--- src/pkg/dbgcu_pkg.sv ---
// dbgcu_pkg: command codes, register layouts, memory spaces and states of the debug command unit
// assumes: a byte-wide command stream from the serial link layer on the system clock
package dbgcu_pkg;
  // command bytes
  localparam logic [7:0] CMD_VERSION = 8'h00;
  localparam logic [7:0] CMD_STATUS  = 8'h02;
  localparam logic [7:0] CMD_RUNTIME = 8'h03;
  localparam logic [7:0] CMD_CTL_WR  = 8'h04;
  localparam logic [7:0] CMD_CTL_RD  = 8'h05;
  localparam logic [7:0] CMD_PC_WR   = 8'h06;
  localparam logic [7:0] CMD_PC_RD   = 8'h07;
  localparam logic [7:0] CMD_REG_WR  = 8'h08;
  localparam logic [7:0] CMD_REG_RD  = 8'h09;
  localparam logic [7:0] CMD_PROG_WR = 8'h0a;
  localparam logic [7:0] CMD_PROG_RD = 8'h0b;
  localparam logic [7:0] CMD_DATA_WR = 8'h0c;
  localparam logic [7:0] CMD_DATA_RD = 8'h0d;
  localparam logic [7:0] CMD_CRC     = 8'h0e;
  localparam logic [7:0] CMD_STEP    = 8'h10;
  localparam logic [7:0] CMD_STUFF   = 8'h11;
  localparam logic [7:0] CMD_EXEC    = 8'h12;
  // debugger_control fields
  localparam int         CTL_DBG_BIT = 7;
  localparam int         CTL_BRK_BIT = 6;
  localparam int         CTL_ACK_BIT = 5;
  localparam int         CTL_RST_BIT = 0;
  localparam logic [7:0] CTL_RESET   = 8'h00;
  // debugger_status fields
  localparam int         STAT_DBG_BIT   = 7;
  localparam int         STAT_HALT_BIT  = 6;
  localparam int         STAT_RPOFF_BIT = 5;
  // data values
  localparam logic [7:0]  ACK_BYTE    = 8'hff;
  localparam logic [7:0]  BLANK_BYTE  = 8'hff;
  localparam logic [15:0] BLANK_WORD  = 16'hffff;
  localparam logic [15:0] CNT_MAX     = 16'hffff;
  localparam logic [15:0] CNT_RESET   = 16'h0000;
  localparam logic [15:0] CNT_LAST    = 16'h0001;
  localparam logic [15:0] REG_SIZE_0  = 16'h0100;
  localparam logic [15:0] CRC_POLY    = 16'h1021;
  localparam logic [15:0] CRC_INIT    = 16'hffff;
  // flash control register window, the only register writes kept under read protection
  localparam logic [11:0] FLASH_CTL_FIRST = 12'hff8;
  localparam logic [11:0] FLASH_CTL_LAST  = 12'hffd;

  typedef enum logic [1:0] {SP_REG = 2'h0, SP_PROG = 2'h1, SP_DATA = 2'h2} dbgcu_space_t;

  typedef enum logic [2:0] {
    S_IDLE = 3'h0,
    S_ARGS = 3'h1,
    S_XFER = 3'h3,
    S_SEND = 3'h2,
    S_CRC  = 3'h6,
    S_EXEC = 3'h7
  } dbgcu_state_t;
endpackage

--- src/rtl/dbgcu_crc16.sv ---
// dbgcu_crc16: bytewise 16-bit ccitt crc accumulator
// assumes: clear and enable come from the command unit on the same clock
`timescale 1ns/100ps
`default_nettype none
module dbgcu_crc16
  import dbgcu_pkg::*;
(
  // clock and reset
  input  wire logic        i_clk,
  input  wire logic        i_rst_n,
  // control
  input  wire logic        i_clear,
  input  wire logic        i_en,
  input  wire logic [7:0]  i_byte,
  // result
  output logic      [15:0] o_crc,
  output logic      [15:0] o_crc_next
);
  logic [15:0] crc_reg;

  function automatic logic [15:0] crc_step(input logic [15:0] c, input logic [7:0] b);
    logic [15:0] r;
    r = c ^ {b, 8'h00};
    for (int i = 0; i < 8; i++) begin
      r = r[15] ? ((r << 1) ^ CRC_POLY) : (r << 1);
    end
    return r;
  endfunction

  assign o_crc_next = crc_step(crc_reg, i_byte);
  assign o_crc      = crc_reg;

  always_ff @(posedge i_clk) begin
    if (!i_rst_n || i_clear) begin
      crc_reg <= CRC_INIT;
    end else if (i_en) begin
      crc_reg <= o_crc_next;
    end
  end
endmodule // dbgcu_crc16
`default_nettype wire

--- src/rtl/dbgcu_top.sv ---
// dbgcu_top: debug command unit, interprets host command bytes and drives cpu and memory ports
// assumes: byte stream from the serial link layer and cpu/memory ports on the same clock
// Contract
// - version two bytes major first; status one byte
// - 16-bit saturating runtime counter, read high first
// - commands may overwrite the runtime counter
// - control write/read; protection keeps debug mode set
// - pc write only in debug unprotected
// - pc read gives all ones when gated
// - register write framing; protection allows flash control
// - register read framing; gated reads all ones
// - program write needs unlock, debug, no protection
// - program read gated returns all ones
// - data write only in debug unprotected
// - data read works protected, blank outside debug
// - crc of program memory, ones outside debug
// - step only in debug unprotected
// - stuff supplies first opcode byte, gated likewise
// - execute forwards instruction; gated eats one byte
// - debug mode stops cpu; break sets it
// - breakpoint enable resets zero; gates break
// - acknowledge byte sent on breakpoint when acknowledge enable is set
// - reset bit self-clears; bits four-one read zero
// - combined control writes work as written
// - status shows debug, halt, protection-off
`timescale 1ns/100ps
`default_nettype none
module dbgcu_top
  import dbgcu_pkg::*;
#(
  parameter logic [15:0] VERSION_CODE = 16'h0100, // arbitrary value
  parameter int          PROG_BYTES   = 8192
) (
  // clock and reset
  input  wire logic        i_clk,
  input  wire logic        i_rst_n,
  // host byte stream
  input  wire logic        i_rx_valid,
  input  wire logic [7:0]  i_rx_data,
  output logic             o_rx_ready,
  output logic             o_tx_valid,
  output logic      [7:0]  o_tx_data,
  input  wire logic        i_tx_ready,
  // protection
  input  wire logic        i_read_protect_option,
  input  wire logic        i_flash_unlocked,
  // cpu
  input  wire logic [15:0] i_cpu_pc,
  input  wire logic        i_cpu_halted,
  input  wire logic        i_break_decoded,
  input  wire logic        i_inject_last,
  input  wire logic        i_sys_reset_done,
  output logic             o_cpu_stop,
  output logic             o_pc_load,
  output logic      [15:0] o_pc_value,
  output logic             o_step,
  output logic             o_stuff,
  output logic             o_inject,
  output logic      [7:0]  o_instr_byte,
  output logic             o_sys_reset_req,
  // memory
  output logic             o_mem_req,
  output logic             o_mem_we,
  output dbgcu_space_t     o_mem_space,
  output logic      [15:0] o_mem_addr,
  output logic      [7:0]  o_mem_wdata,
  input  wire logic        i_mem_ack,
  input  wire logic [7:0]  i_mem_rdata
);
  if (PROG_BYTES < 1 || PROG_BYTES > 65536) begin : g_bad_prog_bytes
    $error("PROG_BYTES out of range");
  end
  localparam logic [15:0] PROG_CNT = 16'(PROG_BYTES);

  dbgcu_state_t state_reg;
  logic [7:0]   cmd_reg;
  logic [23:0]  args_reg;
  logic [2:0]   argc_reg;
  logic [15:0]  addr_reg, cnt_reg, resp_reg, crc_val, crc_next;
  logic [1:0]   nb_reg;
  logic         dbg_reg, brk_reg, acken_reg, rst_reg, dbg_prev_reg, ack_pend_reg;
  logic         wr_reg, mem_req_reg, tx_valid_reg;
  logic [7:0]   tx_data_reg;
  logic         rx_acc, last_arg, ctl_wr, brk_event, free_ok, ok_now, xfer_issue, xfer_step;
  logic         mem_done, cnt_load, cnt_dec, tx_load, crc_clear;
  logic [15:0]  cnt_load_val;
  logic [31:0]  full;
  logic [7:0]   tx_byte, status_byte, ctl_byte;

  function automatic logic [2:0] arg_count(input logic [7:0] c);
    unique case (c)
      CMD_CTL_WR, CMD_STUFF, CMD_EXEC:                      return 3'h1;
      CMD_PC_WR:                                            return 3'h2;
      CMD_REG_WR, CMD_REG_RD:                               return 3'h3;
      CMD_PROG_WR, CMD_PROG_RD, CMD_DATA_WR, CMD_DATA_RD:   return 3'h4;
      default:                                              return 3'h0;
    endcase
  endfunction

  function automatic logic allowed(input logic [7:0] c, input logic d, input logic rp,
                                   input logic unl, input logic [11:0] a);
    unique case (c)
      CMD_REG_WR:               return d && (!rp || (a >= FLASH_CTL_FIRST && a <= FLASH_CTL_LAST));
      CMD_REG_RD, CMD_PROG_RD:  return d && !rp;
      CMD_PROG_WR:              return d && !rp && unl;
      CMD_DATA_WR:              return d && !rp;
      CMD_DATA_RD:              return d;
      default:                  return 1'b0;
    endcase
  endfunction

  // combinational decode
  assign rx_acc      = i_rx_valid && o_rx_ready;
  assign last_arg    = (state_reg == S_ARGS) && rx_acc && (argc_reg == 3'h1);
  assign full        = {args_reg, i_rx_data};
  assign ctl_wr      = last_arg && (cmd_reg == CMD_CTL_WR);
  assign brk_event   = i_break_decoded && brk_reg;
  assign free_ok     = dbg_reg && !i_read_protect_option;
  assign ok_now      = allowed(cmd_reg, dbg_reg, i_read_protect_option, i_flash_unlocked, addr_reg[11:0]);
  assign mem_done    = mem_req_reg && i_mem_ack;
  assign xfer_issue  = (state_reg == S_XFER) &&
                       (wr_reg ? rx_acc : (!tx_valid_reg && !mem_req_reg));
  assign xfer_step   = (state_reg == S_XFER) && (ok_now ? mem_done : xfer_issue);
  assign status_byte = {dbg_reg, i_cpu_halted, !i_read_protect_option, 5'h00};
  assign ctl_byte    = {dbg_reg, brk_reg, acken_reg, 4'h0, rst_reg};
  assign crc_clear   = (state_reg == S_IDLE) && rx_acc && (i_rx_data == CMD_CRC) && dbg_reg;

  always_comb begin
    unique case (state_reg)
      S_IDLE:         o_rx_ready = !ack_pend_reg;
      S_ARGS, S_EXEC: o_rx_ready = 1'b1;
      S_XFER:         o_rx_ready = wr_reg && !mem_req_reg;
      default:        o_rx_ready = 1'b0;
    endcase
  end

  // runtime counter doubles as transfer byte counter
  always_comb begin
    cnt_load     = 1'b0;
    cnt_load_val = CNT_RESET;
    if (last_arg && arg_count(cmd_reg) == 3'h3) begin
      cnt_load     = 1'b1;
      cnt_load_val = (full[7:0] == 8'h00) ? REG_SIZE_0 : {8'h00, full[7:0]};
    end else if (last_arg && arg_count(cmd_reg) == 3'h4) begin
      cnt_load     = 1'b1;
      cnt_load_val = full[15:0];
    end else if (crc_clear) begin
      cnt_load     = 1'b1;
      cnt_load_val = PROG_CNT;
    end
  end
  assign cnt_dec = xfer_step || ((state_reg == S_CRC) && mem_done);

  always_ff @(posedge i_clk) begin
    if (!i_rst_n) begin
      cnt_reg      <= CNT_RESET;
      dbg_prev_reg <= 1'b0;
    end else begin
      dbg_prev_reg <= dbg_reg;
      if (cnt_load) begin
        cnt_reg <= cnt_load_val;
      end else if (cnt_dec) begin
        cnt_reg <= cnt_reg - 16'h0001;
      end else if (dbg_prev_reg && !dbg_reg) begin
        cnt_reg <= CNT_RESET;
      end else if (!dbg_reg && state_reg != S_XFER && cnt_reg != CNT_MAX) begin
        cnt_reg <= cnt_reg + 16'h0001;
      end
    end
  end

  // control register
  always_ff @(posedge i_clk) begin
    if (!i_rst_n) begin
      {dbg_reg, brk_reg, acken_reg, rst_reg} <= {CTL_RESET[7:5], CTL_RESET[0]};
      ack_pend_reg <= 1'b0;
    end else begin
      if (ctl_wr) begin
        dbg_reg   <= i_read_protect_option ? (dbg_reg | i_rx_data[CTL_DBG_BIT]) : i_rx_data[CTL_DBG_BIT];
        brk_reg   <= i_rx_data[CTL_BRK_BIT];
        acken_reg <= i_rx_data[CTL_ACK_BIT];
        rst_reg   <= i_rx_data[CTL_RST_BIT];
      end else if (i_sys_reset_done) begin
        rst_reg <= 1'b0;
      end
      if (brk_event) begin
        dbg_reg <= 1'b1;
      end
      if (brk_event && acken_reg) begin
        ack_pend_reg <= 1'b1;
      end else if (state_reg == S_IDLE && !tx_valid_reg) begin
        ack_pend_reg <= 1'b0;
      end
    end
  end

  // answer bytes
  always_comb begin
    tx_load = 1'b0;
    tx_byte = BLANK_BYTE;
    unique case (state_reg)
      S_IDLE: begin
        tx_load = ack_pend_reg && !tx_valid_reg;
        tx_byte = ACK_BYTE;
      end
      S_SEND: begin
        tx_load = !tx_valid_reg;
        tx_byte = (nb_reg == 2'h2) ? resp_reg[15:8] : resp_reg[7:0];
      end
      S_XFER: begin
        tx_load = !wr_reg && (ok_now ? mem_done : xfer_issue);
        tx_byte = ok_now ? i_mem_rdata : BLANK_BYTE;
      end
      default: begin
        tx_load = 1'b0;
      end
    endcase
  end

  always_ff @(posedge i_clk) begin
    if (!i_rst_n) begin
      tx_valid_reg <= 1'b0;
      tx_data_reg  <= 8'h00;
    end else if (tx_load) begin
      tx_valid_reg <= 1'b1;
      tx_data_reg  <= tx_byte;
    end else if (i_tx_ready) begin
      tx_valid_reg <= 1'b0;
    end
  end

  // memory request
  always_ff @(posedge i_clk) begin
    if (!i_rst_n) begin
      mem_req_reg <= 1'b0;
      o_mem_we    <= 1'b0;
      o_mem_wdata <= 8'h00;
    end else if (mem_done) begin
      mem_req_reg <= 1'b0;
    end else if ((xfer_issue && ok_now) || (state_reg == S_CRC && !mem_req_reg)) begin
      mem_req_reg <= 1'b1;
      o_mem_we    <= (state_reg == S_XFER) && wr_reg;
      o_mem_wdata <= i_rx_data;
    end
  end

  dbgcu_crc16 u_crc (
    .i_clk      (i_clk),
    .i_rst_n    (i_rst_n),
    .i_clear    (crc_clear),
    .i_en       ((state_reg == S_CRC) && mem_done),
    .i_byte     (i_mem_rdata),
    .o_crc      (crc_val),
    .o_crc_next (crc_next)
  );

  // command sequencer
  always_ff @(posedge i_clk) begin
    if (!i_rst_n) begin
      state_reg   <= S_IDLE;
      cmd_reg     <= 8'h00;
      args_reg    <= 24'h000000;
      argc_reg    <= 3'h0;
      addr_reg    <= 16'h0000;
      resp_reg    <= 16'h0000;
      nb_reg      <= 2'h0;
      wr_reg      <= 1'b0;
      o_mem_space <= SP_REG;
      o_pc_load   <= 1'b0;
      o_pc_value  <= 16'h0000;
      o_step      <= 1'b0;
      o_stuff     <= 1'b0;
      o_inject    <= 1'b0;
      o_instr_byte <= 8'h00;
    end else begin
      o_pc_load <= 1'b0;
      o_step    <= 1'b0;
      o_stuff   <= 1'b0;
      o_inject  <= 1'b0;
      unique case (state_reg)
        S_IDLE: if (rx_acc) begin
          cmd_reg  <= i_rx_data;
          argc_reg <= arg_count(i_rx_data);
          nb_reg   <= 2'h2;
          state_reg <= S_SEND;
          unique case (i_rx_data)
            CMD_VERSION: resp_reg <= VERSION_CODE;
            CMD_RUNTIME: resp_reg <= cnt_reg;
            CMD_PC_RD:   resp_reg <= free_ok ? i_cpu_pc : BLANK_WORD;
            CMD_STATUS: begin
              resp_reg <= {8'h00, status_byte};
              nb_reg   <= 2'h1;
            end
            CMD_CTL_RD: begin
              resp_reg <= {8'h00, ctl_byte};
              nb_reg   <= 2'h1;
            end
            CMD_CRC: begin
              addr_reg    <= 16'h0000;
              o_mem_space <= SP_PROG;
              resp_reg  <= BLANK_WORD;
              state_reg <= dbg_reg ? S_CRC : S_SEND;
            end
            CMD_STEP: begin
              o_step    <= free_ok;
              state_reg <= S_IDLE;
            end
            default: state_reg <= (arg_count(i_rx_data) != 3'h0) ? S_ARGS : S_IDLE;
          endcase
        end
        S_ARGS: if (rx_acc) begin
          args_reg <= full[23:0];
          argc_reg <= argc_reg - 3'h1;
          if (argc_reg == 3'h1) begin
            state_reg   <= S_IDLE;
            wr_reg      <= !cmd_reg[0];
            o_mem_space <= (cmd_reg[3:1] == 3'h4) ? SP_REG : (cmd_reg[3:1] == 3'h5) ? SP_PROG : SP_DATA;
            if (arg_count(cmd_reg) == 3'h3) begin
              addr_reg  <= {4'h0, full[19:8]};
              state_reg <= S_XFER;
            end else if (arg_count(cmd_reg) == 3'h4) begin
              addr_reg  <= full[31:16];
              state_reg <= S_XFER;
            end
            if (cmd_reg == CMD_PC_WR) begin
              o_pc_load  <= free_ok;
              o_pc_value <= full[15:0];
            end
            if (cmd_reg == CMD_STUFF || cmd_reg == CMD_EXEC) begin
              o_instr_byte <= i_rx_data;
              o_stuff      <= free_ok && (cmd_reg == CMD_STUFF);
              o_inject     <= free_ok && (cmd_reg == CMD_EXEC);
              if (free_ok && cmd_reg == CMD_EXEC && !i_inject_last) begin
                state_reg <= S_EXEC;
              end
            end
          end
        end
        S_XFER: if (xfer_step) begin
          addr_reg <= addr_reg + 16'h0001;
          if (cnt_reg == CNT_LAST) begin
            state_reg <= S_IDLE;
          end
        end
        S_CRC: if (mem_done) begin
          addr_reg <= addr_reg + 16'h0001;
          if (cnt_reg == CNT_LAST) begin
            resp_reg  <= crc_next;
            nb_reg    <= 2'h2;
            state_reg <= S_SEND;
          end
        end
        S_SEND: if (!tx_valid_reg) begin
          nb_reg <= nb_reg - 2'h1;
          if (nb_reg == 2'h1) begin
            state_reg <= S_IDLE;
          end
        end
        S_EXEC: if (rx_acc) begin
          o_inject     <= 1'b1;
          o_instr_byte <= i_rx_data;
          if (i_inject_last) begin
            state_reg <= S_IDLE;
          end
        end
        default: state_reg <= S_IDLE;
      endcase
    end
  end

  assign o_tx_valid      = tx_valid_reg;
  assign o_tx_data       = tx_data_reg;
  assign o_cpu_stop      = dbg_reg;
  assign o_sys_reset_req = rst_reg;
  assign o_mem_req       = mem_req_reg;
  assign o_mem_addr      = addr_reg;

  property p_ver;
    @(posedge i_clk) disable iff (!i_rst_n)
    (state_reg == S_SEND && tx_load && nb_reg == 2'h2 && cmd_reg == CMD_VERSION) |=> o_tx_data == VERSION_CODE[15:8];
  endproperty
  a_ver: assert property (p_ver) else $error("version high byte wrong");
  property p_sat;
    @(posedge i_clk) disable iff (!i_rst_n)
    (cnt_reg == CNT_MAX && !cnt_load && !cnt_dec && dbg_prev_reg == dbg_reg) |=> cnt_reg == CNT_MAX;
  endproperty
  a_sat: assert property (p_sat) else $error("runtime counter wrapped");
  property p_keep;
    @(posedge i_clk) disable iff (!i_rst_n) (i_read_protect_option && dbg_reg) |=> dbg_reg;
  endproperty
  a_keep: assert property (p_keep) else $error("debug mode cleared under protection");
  property p_pcw;
    @(posedge i_clk) disable iff (!i_rst_n) o_pc_load |-> $past(free_ok);
  endproperty
  a_pcw: assert property (p_pcw) else $error("pc loaded while gated");
  property p_pcr;
    @(posedge i_clk) disable iff (!i_rst_n)
    (state_reg == S_IDLE && rx_acc && i_rx_data == CMD_PC_RD && !free_ok) |=> resp_reg == BLANK_WORD;
  endproperty
  a_pcr: assert property (p_pcr) else $error("gated pc read not blank");
  property p_rdb;
    @(posedge i_clk) disable iff (!i_rst_n)
    (state_reg == S_XFER && tx_load && !ok_now) |=> o_tx_valid && o_tx_data == BLANK_BYTE;
  endproperty
  a_rdb: assert property (p_rdb) else $error("gated read not blank");
  property p_wr;
    @(posedge i_clk) disable iff (!i_rst_n) ($rose(o_mem_req) && o_mem_we) |-> $past(ok_now && dbg_reg);
  endproperty
  a_wr: assert property (p_wr) else $error("gated memory write issued");
  property p_step;
    @(posedge i_clk) disable iff (!i_rst_n) (o_step || o_stuff) |-> $past(free_ok);
  endproperty
  a_step: assert property (p_step) else $error("step while gated");
  property p_brk;
    @(posedge i_clk) disable iff (!i_rst_n) brk_event |=> dbg_reg ##1 o_cpu_stop;
  endproperty
  a_brk: assert property (p_brk) else $error("break did not stop cpu");
  property p_nobrk;
    @(posedge i_clk) disable iff (!i_rst_n) (!brk_reg && !ctl_wr && !dbg_reg) |=> !dbg_reg;
  endproperty
  a_nobrk: assert property (p_nobrk) else $error("break taken while disabled");
  property p_rsv;
    @(posedge i_clk) disable iff (!i_rst_n)
    (state_reg == S_IDLE && rx_acc && i_rx_data >= 8'h13) |=> state_reg == S_IDLE && !o_mem_req;
  endproperty
  a_rsv: assert property (p_rsv) else $error("reserved command acted");
  c_crc: cover property (@(posedge i_clk) state_reg == S_CRC ##[1:1000] state_reg == S_SEND);
  c_wr:  cover property (@(posedge i_clk) o_mem_req && o_mem_we && i_mem_ack);
  c_ack: cover property (@(posedge i_clk) brk_event && acken_reg);
endmodule // dbgcu_top
`default_nettype wire

--- config.mk ---
export PLATFORM = sky130hd
export DESIGN_NAME = dbgcu_top
export DESIGN_NICKNAME = d
export VERILOG_FILES = /design/src/pkg/dbgcu_pkg.sv /design/src/rtl/dbgcu_crc16.sv /design/src/rtl/dbgcu_top.sv
export SDC_FILE = /design/constraint.sdc
export NUM_CORES = 1
export LEC_CHECK = 0
export ABC_AREA = 1
export BUFFER_PORTS_ARGS = -buffer_cell sky130_fd_sc_hd__buf_2
export CAP_MARGIN = 20
export CORE_MARGIN = 2
export CORE_UTILIZATION = 35
export CTS_BUF_LIST = sky130_fd_sc_hd__clkbuf_16
export CTS_CLUSTER_DIAMETER = 30
export DETAILED_ROUTE_END_ITERATION = 8
export HOLD_SLACK_MARGIN = 0.02
export PLACE_DENSITY_LB_ADDON = 0.12
export SLEW_MARGIN = 40
export SYNTH_ARGS = -nofsm -noshare
export SYNTH_HDL_FRONTEND = slang
export SYNTH_SLANG_ARGS = --single-unit
--- constraint.sdc ---
create_clock -name i_clk -period 2.5 [get_ports i_clk]
set_input_delay 0.375 -clock i_clk [delete_from_list [all_inputs] [get_ports i_clk]]
set_output_delay 0.375 -clock i_clk [all_outputs]
set_load 0.05 [all_outputs]
Word-level counts from Yosys, hierarchy flattened. Memory sizes are Yosys's and may differ from the RTL's. A register that Yosys moved wholly into a read port is not among the register bits. Index checks and enable logic that the tools add are counted.

Add/subtract/negate cells: 5. $lt $le $gt $ge: 2. Equality and inequality tests: 48. Muxes and demuxes: 124. Bitwise logic cells: 12. Reductions and logical operators: 83.

Operators by type and width (count): 16-bit two-way mux (18); 3-bit two-way mux (36); 13-bit two-way mux (8); 16-bit one-hot mux with 6 select lines (1); 16-bit one-hot mux with 4 select lines (1); 8-bit by 4-bit equality test with 1-bit output (second input constant) (7); 8-bit two-way mux (6); 5-bit two-way mux (8); 1-bit logical AND (33); 16-bit by 1-bit adder with 16-bit output (second input constant) (2); 8-bit by 3-bit equality test with 1-bit output (second input constant) (4); 16-bit one-hot mux with 2 select lines (1); 8-bit one-hot mux with 2 select lines (2); 5-bit AND reduction (6); 2-bit two-way mux (13); 8-bit by 5-bit equality test with 1-bit output (second input constant) (3); 3-bit inverter (8); 1-bit two-way mux (19); 3-bit equality test (second input constant) (6); 3-bit one-hot mux with 6 select lines (1); 16-bit by 1-bit equality test with 1-bit output (second input constant) (1); 8-bit by 2-bit equality test with 1-bit output (second input constant) (2); 16-bit inequality test (second input constant) (1); 2-bit inequality test (second input constant) (8); 41 further kinds (79).

Flip-flop bits (word level): 160. Memory bits (read-only): 576. Bits of input ports: 43. Output and inout port bits: 68. Memories kept: 6.

Memory list: (no name shown) (depth 32, width 3, rd ports 1, clocked after Yosys merged registers in 0, wr ports 0, line dbgcu_top.sv:91) `unique case (c)`; (no name shown) (depth 32, width 3, rd ports 1, clocked after Yosys merged registers in 0, wr ports 0, line dbgcu_top.sv:91); (no name shown) (depth 32, width 3, rd ports 1, clocked after Yosys merged registers in 1, wr ports 0, line dbgcu_top.sv:91); (no name shown) (depth 32, width 3, rd ports 1, clocked after Yosys merged registers in 1, wr ports 0, line dbgcu_top.sv:91); (no name shown) (depth 32, width 3, rd ports 1, clocked after Yosys merged registers in 1, wr ports 0, line dbgcu_top.sv:91); (no name shown) (depth 32, width 3, rd ports 1, clocked after Yosys merged registers in 1, wr ports 0, line dbgcu_top.sv:91).

Longest topological paths before layout. Gate-level depths: netlist (run 1).

Depth in word-level cells: 21. Mapped depth: 18. Depth with buffers taken out: 18.

Hierarchy. A second synthesis (run 1) with hierarchy kept.

Cell total of the unflattened synthesis: 1479. Area total of the unflattened synthesis: 9638.0 sq um.

Modules (own cells, without submodules): dbgcu_top (times used 1, cells an instance 1288, area an instance 8563.2 sq um, sequential area each 2942.8 sq um); dbgcu_crc16 (times used 1, cells an instance 191, area an instance 1074.8 sq um, sequential area each 320.3 sq um).

Least setup slack after synthesis (run 1). Ideal clock, no wire load.

Path kind: register -> register. Start point: reg addr_reg[1] (netlist: o_mem_addr[1]). End point: reg addr_reg[0] (netlist: o_mem_addr[0]). Library setup time: 0.117 ns. Arrival time: 2.189 ns. Path slack: 0.194 ns. Stages on the path, launching flop included: 18. Path buffers: 1. Period minus slack after synthesis: 2.306 ns. Cells stage by stage: dfxtp_1 -> inv_1 -> ha_1 -> inv_1 -> nand2_1 -> nor2_1 -> nor2_1 -> nand2_1 -> nand2_1 -> nand2_1 -> nand2_1 -> nand2_2 -> nand2_2 -> nand2_1 -> nand2_2 -> buf_4 -> a21oi_1 -> nor2_1.

Word-level cells in the longest chain between the ends: 9. Elaborated cells on any way between the ends: 10. Classes of those cells: order compare (2); eq/ne (1); mux (2); reduce/logical (5).

Ends and longest elaborated chain: from (decl) (line dbgcu_top.sv:79) `logic [15:0] addr_reg, cnt_reg, resp_reg, crc_val, crc_next;`; from (signal assigned) (line dbgcu_top.sv:319) `addr_reg <= {4'h0, full[19:8]};`; from (signal assigned) (line dbgcu_top.sv:322) `addr_reg <= full[31:16];`; from (signal assigned) (line dbgcu_top.sv:340) `addr_reg <= addr_reg + 16'h0001;`; 12-bit greater-or-equal comparator / 12-bit less-or-equal comparator (equally long branches) (line dbgcu_top.sv:103) `CMD_REG_WR: return d && (!rp || (a >= FLASH_CTL_FIRST && a <= FLASH_CTL_LAST));`; 1-bit logical AND (*) (line dbgcu_top.sv:103); 1-bit logical OR (*) (line dbgcu_top.sv:103); 1-bit logical AND (*) (line dbgcu_top.sv:103); 1-bit one-hot mux with 4 select lines (*) (line dbgcu_top.sv:102) `unique case (c)`; 1-bit two-way mux (*) (line dbgcu_top.sv:123) `assign xfer_step = (state_reg == S_XFER) && (ok_now ? mem_done : xfer_issue);`; 1-bit logical AND (*) (line dbgcu_top.sv:123); 2-bit inequality test (no line) (*); 8-bit AND reduction (no line) (*).

Every way passes the cells marked *; elsewhere a longest branch is shown, timed or not. A chain may end at the register's enable or synchronous reset.

Worst setup path in the final report (run 1).
Start point: reg addr_reg[5] (netlist: o_mem_addr[5]). End point: reg cnt_reg[4].

Word-level cells in the longest chain between the ends: 10. Elaborated cells on any way between the ends: 12. Classes of those cells: order compare (2); mux (4); reduce/logical (6).

Ends and longest elaborated chain: 12-bit greater-or-equal comparator / 12-bit less-or-equal comparator (equally long branches) (line dbgcu_top.sv:103); 1-bit logical AND (*) (line dbgcu_top.sv:103); 1-bit logical OR (*) (line dbgcu_top.sv:103); 1-bit logical AND (*) (line dbgcu_top.sv:103); 1-bit one-hot mux with 4 select lines (*) (line dbgcu_top.sv:102); 1-bit two-way mux (*) (line dbgcu_top.sv:123); 1-bit logical AND (*) (line dbgcu_top.sv:123); 1-bit logical OR (*) (line dbgcu_top.sv:152) `assign cnt_dec = xfer_step || ((state_reg == S_CRC) && mem_done);`; 16-bit two-way mux (line dbgcu_top.sv:162) `end else if (cnt_dec) begin`; 16-bit two-way mux (line dbgcu_top.sv:160) `if (cnt_load) begin`; to (signal assigned) (line dbgcu_top.sv:161) `cnt_reg <= cnt_load_val;`; to (signal assigned) (line dbgcu_top.sv:163) `cnt_reg <= cnt_reg - 16'h0001;`; to (signal assigned) (line dbgcu_top.sv:167) `cnt_reg <= cnt_reg + 16'h0001;`; to (decl) (line dbgcu_top.sv:79).

Marked as above.

==> run metrics, run 1 <==
Final HPWL DP=24900 um; cells after synthesis=1398; Avg Inst Size Synth=~6.8 um^2; vias in the first global route=9153; Final Max Slew Viols=0; DR vias=just under 10000; share of cells above drive strength 1=0.177; Rows=60; Crit Path Max Fanout=15; GP Congestion=0.891; sequential fraction of the synthesis area=0.344; Starting Density=0.354; Post-Route WL=between 30000 and 40000 um; Fin Clk Skew=0.0134 ns; final setup TNS=0 ns; global-route wire length before repair=about 52000 um; total die area=roughly 28000 um^2; count of cell types in the netlist=49; relative slew slack=0.499; CP top delay family=simple AND/OR/NAND/NOR gates; setup violators final=0; Final Critical Period=2.31 ns; PD cells=515 nW/um^2; Crit path required time=2.83 ns; Ant. Diodes=0; Max Buffers Root-to-Sink=2; ANT nets after route=0; DR iter-0 viols=roughly 960; number of I/O pins=111; max_cap viols=0; IO Port Bufs=110; NumNets Final=1590; Synth top area share=0.344; post-synthesis register bit count=approximately 160; VDD IR max=0.317 mV; multi-input logic area=~5300 um^2; Hold Path Class=in -> reg; Post-synth top flop=dfxtp_1; Pleak=0.00481 uW; Worst EP arrival=2.63 ns; Largest stage delay, worst path=roughly 0.37 ns; Hold Fails Final Rpt=0; length of the first detailed-routing pass in iterations=5; status=finished clean; height of the die=169 um; crit path kind=reg -> reg; worst hold slack=~0.23 ns; mapped cell area=around 9500 um^2; Peak Freq=0.434 GHz; syn_nets=1460; CTS Buf Count=17; crit end category=flip-flop; CORE AREA=26800 um^2; fin crit share=0.922; GR Overflow Total=0; Die X=169 um; Total GRT Usage=0.233; number of synthesized flops with an enable pin=0; cell chain of the critical path=nand2_1 -> inv_1 -> nand2_1 -> nor2_1 -> nand2_1 -> nand2_1 -> nand2_1 -> nand2_1 -> nand2_2 -> nand2_2 -> nand3_4 -> nand2_2 -> nand2_1 -> nand3_1 -> a21oi_1; crit path launch type=flip-flop; Crit path top cell by count=nand2_1; clock insertion delay at the later pin of the skew report=0.44 ns; H-tree Lvls=4; Synth area leaders=dfxtp_1, nand2_1, o21ai_0; post-DR wirelength/cell=17.5 um; Crit-path slowest cell=dfxtp_1; asr flop ratio synth=0; Worst Path Buf+Inv=1; max reg flops=24; drt via density=around 5.2; # hold bufs at CTS=0; Layout area overhead=18.8%; Root Driver=clkbuf_16; yosys warns=0; Residual DRC=0; Clock Pin Slew Worst Setup and Hold Paths=0.07 ns; area leader, netlist=dfxtp_1; register area=between 3000 and 4000 um^2; Least-Margin Pin Slew=about 0.75 ns; CTS tree=built; unrepaired setup endpoints after global routing=no; Sink Count=163; initial antenna violation count=2; # fillers=2890; pin count of the biggest net entering global routing=52
## layout make-up
| cell class | count | area share |
|---|---|---|
| Multi-Input combinational cell | 996 | 0.467 |
| Inverter | 171 | 0.0572 |
| Timing Repair Buffer | 179 | 0.0995 |
| Sequential cell | 163 | 0.290 |
| Clock buffer | 17 | 0.0377 |
| Tap cell | 341 | 0.0378 |
| Clock inverter | 14 | 0.0110 |
## worst min-delay path, stage by stage
cell and delay [ns]:
buf_2 0.13, inv_2 0.06, nor3_1 0.05
## through the flow
step	area, um^2	util	worst slack [ns]	total power, uW	cells
after floorplan	9490	-	0.194	3100	1398
after global placement	10700	0.400	0.159	3310	1850
after detailed placement	10700	0.400	0.140	3310	1850
after CTS	11300	0.420	0.118	5850	1881
after global routing	11300	0.421	0.0192	6030	1881
final	11300	0.421	0.195	5810	1881
## per-layer routing
layer	track usage	share of wire	wire (um)
met5	0	0.00073	24
met4	0.0510	0.013	427
met3	0.0362	0.057	1880
met2	0.358	0.43	14300
met1	0.342	0.50	16400
## Yosys cell counts, types with 8 or more instances
library cell,n
dfxtp_1,163
buf_4,8
xnor2_1,15
a211oi_1,9
a21oi_1,152
ha_1,19
inv_1,158
nand2_1,244
buf_2,12
clkbuf_1,41
a211oi_2,14
inv_2,8
xor2_1,24
o21ai_0,158
nor2_1,121
nand2_2,8
nand4_1,28
o211ai_1,28
nor3_1,18
nand3_1,110
## power by group
group | total [uW] | switching, uW | leakage, uW | internal, uW
sequential | 2670 | 30.9 | 0.00132 | 2640
combinational | 585 | 395 | 0.00322 | 190
clock | 2550 | 1250 | 0.000266 | 1300
total | 5810 | 1680 | 0.00481 | 4130
## final timing paths
check	startpoint	end	slack [ns]	cells past startpoint
max	o_mem_addr[5]	cnt_reg[4]	0.19	15
min	i_rst_n	cmd_reg[0]	0.23	3
min reg2reg	resp_reg[9]	resp_reg[9]	0.45	2
max reg2reg	o_mem_addr[5]	cnt_reg[4]	0.19	15
## cells by family (layout without fill, tap and decap cells)
kind of cell	Yosys count	after routing	share of synthesized area
simple gates	551	551	0.261
buf+inv	239	381	0.103
compound gates	387	387	0.231
xor+xnor	39	39	0.0360
fa+ha+maj	19	19	0.0250
flops	163	163	0.344
## layout by cell type, fill, tap and decap left out, drive strengths merged
| cell | Yosys | final |
|---|---|---|
| a22oi | 3 | 3 |
| o2111ai | 2 | 2 |
| inv | 166 | 174 |
| clkbuf | 42 | 17 |
| clkinv | 5 | 8 |
| xor2 | 24 | 24 |
| a31o | 1 | 1 |
| o22ai | 1 | 1 |
| a31oi | 2 | 2 |
| nand3 | 115 | 115 |
| nor2 | 129 | 129 |
| clkinvlp | 0 | 3 |
| a21oi | 153 | 153 |
| xnor2 | 15 | 15 |
| nor3 | 18 | 18 |
| o211ai | 29 | 29 |
| nand3b | 1 | 1 |
| nand2 | 253 | 253 |
| or2 | 2 | 2 |
| o21ai | 163 | 163 |
| o21a | 2 | 2 |
| a21o | 1 | 1 |
| nand4 | 29 | 29 |
| a211oi | 23 | 23 |
| o32ai | 2 | 2 |
| nor3b | 1 | 1 |
| o31ai | 4 | 4 |
| o21bai | 1 | 1 |
| buf | 26 | 179 |
| ha | 19 | 19 |
| dfxtp | 163 | 163 |
| nor4 | 3 | 3 |
## repair_timing
action	4_1_cts	5_1_grt
setup endpoints to repair	0	21
buffers inserted	0	0
gates resized for setup	0	10
(Power assumes the default switching activity.)
==> run 2, diff against run 1 <==
==> constraint.sdc (replaced) <==
create_clock -name i_clk -period 1.9 [get_ports i_clk]
set_input_delay 0.285 -clock i_clk [delete_from_list [all_inputs] [get_ports i_clk]]
set_output_delay 0.285 -clock i_clk [all_outputs]
set_load 0.05 [all_outputs]
==> run 2 against run 1 <==
- the flow now finishes with violations (negative setup slack)
- routed wire length is 15% higher
- register-to-register slack got worse by 0.39 ns
- sequential power up 31%
- maximum frequency up 9.8%
- core utilization grew 12 points
- hold slack got worse by 0.073 ns
- setup slack lost 0.39 ns
- cell count increased by 11%
- global-route usage up 2.2 points
- clock skew fell by 0.0035 ns
- die area stayed put
- critical path type unchanged
- largest cell class unchanged
==> run metrics, run 2 (synthesized netlist as in run 1, its figures left out) <==
share of cells above drive strength 1=0.396 (+0.219); Root Driver=clkbuf_16; Switching Fraction=0.289 (+0.000992); critical path endpoint=resp_reg[10]; Starting Density=0.354 (unchanged); number of I/O pins=111 (unchanged); total die area=28500 um^2 (unchanged); Crit path depth=13 (-2); post-DR wirelength/cell=18.2 um (+4.0%); Post-Route WL=37900 um (+15%); # hold bufs at CTS=0 (unchanged); clock insertion delay at the later pin of the skew report=0.44 ns (about the same); Crit-path slowest cell=dfxtp_4; Crit path required time=2.23 ns (-0.60 ns); NumNets Final=1786 (+12%); Die X=169 um (unchanged); crit path launch type=flip-flop; CORE AREA=26800 um^2 (unchanged); worst reg-to-reg setup slack=-0.20 ns (-0.39 ns); PD cells=592 nW/um^2 (+15%); Sink Count=163 (unchanged); Rows=60 (unchanged); RR Startpoint=cnt_reg[1]; DR vias=10900 (+11%); Final Worst Setup Slack=-0.200 ns (-0.394 ns); Final Max Slew Viols=0 (unchanged); height of the die=169 um (unchanged); Worst EP arrival=2.43 ns (-0.20 ns); Least-Margin Pin Slew=0.878 ns (+0.127 ns); pin count of the biggest net entering global routing=52 (unchanged); Clock Pin Slew Worst Setup and Hold Paths=0.08 ns (about the same); Tot Pwr=8500 uW (+46%); CTS Buf Count=17 (unchanged); vias in the first global route=10100 (+10%); GR Overflow Total=0 (unchanged); DR iter-0 viols=817 (-15%); Comb power frac=0.137 (+0.036); GP Congestion=0.904 (+1.5%); Final Critical Period=2.10 ns (-0.206 ns); status=finished, violations left; Largest stage delay, worst path=0.37 ns (about the same); Layout area overhead=51.4%; Crit Path Max Fanout=7 (-8); Hold Fails Final Rpt=0 (unchanged); Clock Power Share=0.451 (+0.011); Worst Path Buf+Inv=3 (+2); Peak Freq=0.476 GHz (+9.8%); VDD IR max=0.400 mV (+26%); CTS tree=built; cell chain of the critical path=inv_4 -> ha_4 -> nand2_4 -> nor2_4 -> nand4_1 -> nand2_1 -> nand2_1 -> a21oi_2 -> nand3_2 -> buf_12 -> clkbuf_16 -> o21ai_1 -> a21oi_1; Max Buffers Root-to-Sink=2 (unchanged); Crit Reg-Reg Endpoint=resp_reg[10]; ANT nets after route=0 (unchanged); Crit path top cell by count=nand2_1; H-tree Lvls=4 (unchanged); max reg flops=24 (unchanged); IO Port Bufs=110 (unchanged); crit path kind=reg -> reg; drt via density=5.26 (+0.69%); worst r2r path cells=13 (-2); sequential group share of total power=0.412 (-0.048); global-route wire length before repair=56400 um (+8.3%); initial antenna violation count=0 (-2); Pleak=0.00611 uW (+27%); worst slack at placement=-0.291 ns (-0.431 ns); setup violators final=107 (+107); Total GRT Usage=0.254 (+0.0218); relative slew slack=0.415 (-0.0845); commonest non-fill, non-tap cells in the layout=nand2_1, buf_4, dfxtp_1; CP top delay family=simple AND/OR/NAND/NOR gates; crit end category=flip-flop; commonest non-fill, non-tap cell in the layout=nand2_1; P_sw=2460 uW (+47%); fin crit share=1.11 (+0.183); length of the first detailed-routing pass in iterations=5 (unchanged); failing checks=negative setup slack; Final HPWL DP=26500 um (+6.4%); Hold Path Class=in -> reg; crit path launch=cnt_reg[1]; unrepaired setup endpoints after global routing=yes; Residual DRC=0 (unchanged); max_cap viols=0 (unchanged); Fin Clk Skew=0.00986 ns (-0.00353 ns); Int Pwr=6040 uW (+46%)
run 2: cell type report:
type / count / area [um^2]
antenna: 1 / 2.50
clock inverter: 14 / 186
multi-input combinational: 999 / 6280
fill: 2642 / 12400
inverter: 171 / 662
tap: 341 / 427
sequential: 163 / 3320
clock buffer: 18 / 450
timing repair buffer: 372 / 3040
run 2: metal layers:
layer	wire [um]	track usage	vias to the layer above
met5	0	0	-
met4	642	0.0637	0
met3	2220	0.0376	38
met2	17300	0.400	363
met1	17800	0.366	5172
li1	-	-	5358
run 2: worst min-delay path by stage:
| stage | from | end | slack, ns | cells after the start |
|---|---|---|---|---|
| 2_1_floorplan | resp_reg[10] | resp_reg[10] | 0.42 | 2 |
| 4_1_cts | i_break_decoded | o_cpu_stop | 0.16 | 3 |
| 5_1_grt | i_tx_ready | o_tx_valid | 0.17 | 4 |
| 3_5_place_dp | resp_reg[10] | resp_reg[10] | 0.44 | 2 |
| 3_3_place_gp | resp_reg[11] | resp_reg[11] | 0.43 | 2 |
| 6_report | i_tx_ready | o_tx_valid | 0.15 | 4 |
run 2: per-stage QoR:
stage | cells | area [um^2] | TNS (ns) | util | hold WS [ns]
after CTS | 2059 | 13400 | -4.41 | 0.499 | 0.165
after global routing | 2078 | 14400 | -22.06 | 0.536 | 0.172
after global placement | 1994 | 12000 | -15.88 | 0.446 | 0.434
after detailed placement | 1994 | 12000 | -15.02 | 0.446 | 0.438
final | 2079 | 14400 | -10.17 | 0.536 | 0.152
after floorplan | 1398 | 9650 | -2.17 | - | 0.424
run 2: power by group through the flow:
stage / Sequential (uW) / Clock [uW] / Combinational, uW
finish: 3500 / 3840 / 1160
CTS: 3500 / 3910 / 1030
global placement: 3580 / 0 / 930
floorplan: 3600 / 0 / 474
detailed placement: 3580 / 0 / 928
global route: 3510 / 4030 / 1270
run 2: worst register-to-register path, cell delays in order, from the launching register on:
cell,delay [ns]
dfxtp_4,0.37
inv_4,0.06
ha_4,0.13
nand2_4,0.05
nor2_4,0.12
nand4_1,0.20
nand2_1,0.17
nand2_1,0.09
a21oi_2,0.13
nand3_2,0.14
buf_12,0.17
clkbuf_16,0.15
o21ai_1,0.14
a21oi_1,0.05
run 2: repair_timing:
item	in CTS	in global routing
resized for setup	140	197
setup buffers	29	13
setup endpoints to repair	101	140
cloned	5	12
pin swaps	73	68
==> run 3, diff against run 2 <==
--- a/config.mk
+++ b/config.mk
@@ -6,11 +6,11 @@
 export NUM_CORES = 1
 export LEC_CHECK = 0
 export ABC_AREA = 1
-export BUFFER_PORTS_ARGS = -buffer_cell sky130_fd_sc_hd__buf_2
+export BUFFER_PORTS_ARGS = -buffer_cell sky130_fd_sc_hd__buf_4
 export CAP_MARGIN = 20
 export CORE_MARGIN = 2
 export CORE_UTILIZATION = 35
-export CTS_BUF_LIST = sky130_fd_sc_hd__clkbuf_16
+export CTS_BUF_LIST = sky130_fd_sc_hd__clkbuf_2
 export CTS_CLUSTER_DIAMETER = 30
 export DETAILED_ROUTE_END_ITERATION = 8
 export HOLD_SLACK_MARGIN = 0.02
==> run 3 against run 2 <==
- the run still ends with negative setup slack left
- hold slack worse by 0.066 ns
- highest routed layer unchanged
- non-clock buffer count is 31 higher
- routed wire length is 3.9% lower
- critical endpoint is now o_pc_value[5]
- largest cell class unchanged
==> run metrics, run 3 (synthesized netlist as in run 1, its figures left out) <==
post-DR wirelength/cell=17.3 um (-5.3%); Final Worst Setup Slack=-0.250 ns (-0.0504 ns); DR vias=10900 (-0.19%); VDD IR max=0.358 mV (-10%); clock insertion delay at the later pin of the skew report=0.83 ns (+0.39 ns); Residual DRC=0 (unchanged); Sink Count=163 (unchanged); Worst EP arrival=2.92 ns (+0.49 ns); GR Overflow Total=0 (unchanged); unrepaired setup endpoints after global routing=yes; Max Buffers Root-to-Sink=2 (unchanged); total die area=28500 um^2 (unchanged); NumNets Final=1817 (+1.7%); Clock Pin Slew Worst Setup and Hold Paths=0.31 ns (+0.23 ns); worst slack at placement=-0.311 ns (-0.0201 ns); length of the first detailed-routing pass in iterations=5 (unchanged); IO Port Bufs=110 (unchanged); pin count of the biggest net entering global routing=52 (unchanged); CORE AREA=26800 um^2 (unchanged); Starting Density=0.354 (unchanged); Final HPWL DP=26800 um (+1.1%); DR iter-0 viols=877 (+7.3%); Die X=169 um (unchanged); Cells after DPL=2006 (+0.60%); fin crit share=1.13 (+0.0266); worst r2r path cells=12 (-1); Root Driver=clkbuf_2; status=finished, violations left; Final Max Slew Viols=0 (unchanged); number of I/O pins=111 (unchanged); Layout area overhead=47.0%; Peak Freq=0.465 GHz (-2.3%); Crit Path Max Fanout=8 (+1); Total GRT Usage=0.255 (+0.000512); Post-Route WL=36500 um (-3.9%); setup violators final=104 (-2.8%); Crit path required time=2.67 ns (+0.44 ns); commonest non-fill, non-tap cell in the layout=buf_4; Rows=60 (unchanged); GP Congestion=0.911 (+0.80%); crit end category=flip-flop; crit path launch type=flip-flop; CTS tree=built; failing checks=negative setup slack; worst reg-to-reg setup slack=-0.25 ns (-0.05 ns); Hold Path Class=in -> reg; initial antenna violation count=1 (+1); Final Critical Period=2.15 ns (+0.0504 ns); Tot Pwr=6910 uW (-19%); share of cells above drive strength 1=0.350 (-0.0460); fin util=0.521 (-0.0156); CTS Buf Count=17 (unchanged); global-route wire length before repair=56800 um (+0.67%); Pleak=0.00604 uW (-1.2%); drt via density=5.17 (-1.7%); Finished Layout Cells=2110 (+1.5%); H-tree Lvls=4 (unchanged); Least-Margin Pin Slew=0.757 ns (-0.121 ns); ANT nets after route=0 (unchanged); Hold Path Stages=7 (+3); relative slew slack=0.495 (+0.0807); final setup TNS=-16.35 ns (-6.19 ns); Hold Fails Final Rpt=0 (unchanged); crit path kind=reg -> reg; max_cap viols=0 (unchanged); vias in the first global route=10500 (+4.3%); height of the die=169 um (unchanged); commonest non-fill, non-tap cells in the layout=buf_4, nand2_1, inv_1; PD cells=495 nW/um^2 (-16%); max reg flops=24 (unchanged); Fin Clk Skew=0.0547 ns (+0.0448 ns)
-- run 3: area by class of cell --
class	instances	area, um^2
well taps	341	427
flip-flops and latches	163	3330
diodes	1	2.50
multi-input cells	999	5840
repair buffers	403	3420
clock inverters	14	185
inverters	171	669
clock buffers	18	90.1
fillers	2684	12800
-- run 3: what timing repair did --
item,CTS,global route
hold buffers,25,0
pin swaps,50,34
gates cloned,9,3
hold endpoints to repair,113,0
gates resized for setup,144,87
setup endpoints to repair,121,137
setup buffers,28,12
-- run 3: final timing paths --
check,from,to
worst max register to register,state_reg[2],o_pc_value[5]
worst max-delay path,state_reg[2],o_pc_value[5]
worst min-delay path,i_cpu_pc[15],resp_reg[15]
worst min register to register,resp_reg[5],resp_reg[5]
-- run 3: critical path, cell delays in order, from the launching register on --
cell	delay (ns)
dfxtp_4	0.44
buf_6	0.13
nor2_8	0.10
nand2_2	0.07
nand3_4	0.10
buf_6	0.13
nand4_1	0.20
buf_6	0.22
nor4_4	0.23
buf_4	0.21
clkbuf_16	0.15
nor2_1	0.05
a211oi_2	0.13
-- run 3: per-stage QoR --
step	instance area (um^2)	hold WS, ns
6_report	14000	0.0865
3_3_place_gp	12300	0.435
4_1_cts	13600	0.0506
3_5_place_dp	12300	0.438
2_1_floorplan	9650	0.424
5_1_grt	14000	0.0882
-- run 3: where the power goes --
group / leakage [uW] / total [uW] / internal, uW / switching [uW]
sequential: 0.00133 / 3520 / 3480 / 39.6
combinational: 0.00455 / 1190 / 537 / 650
clock: 0.000160 / 2210 / 585 / 1620
total: 0.00604 / 6910 / 4600 / 2310
-- run 3: layer usage --
| metal | wire length, um | vias to the layer above | track usage |
|---|---|---|---|
| met4 | 772 | 0 | 0.0723 |
| li1 | - | 5415 | - |
| met3 | 2050 | 47 | 0.0423 |
| met1 | 17100 | 5132 | 0.350 |
| met2 | 16500 | 316 | 0.413 |
| met5 | 0 | - | 0 |
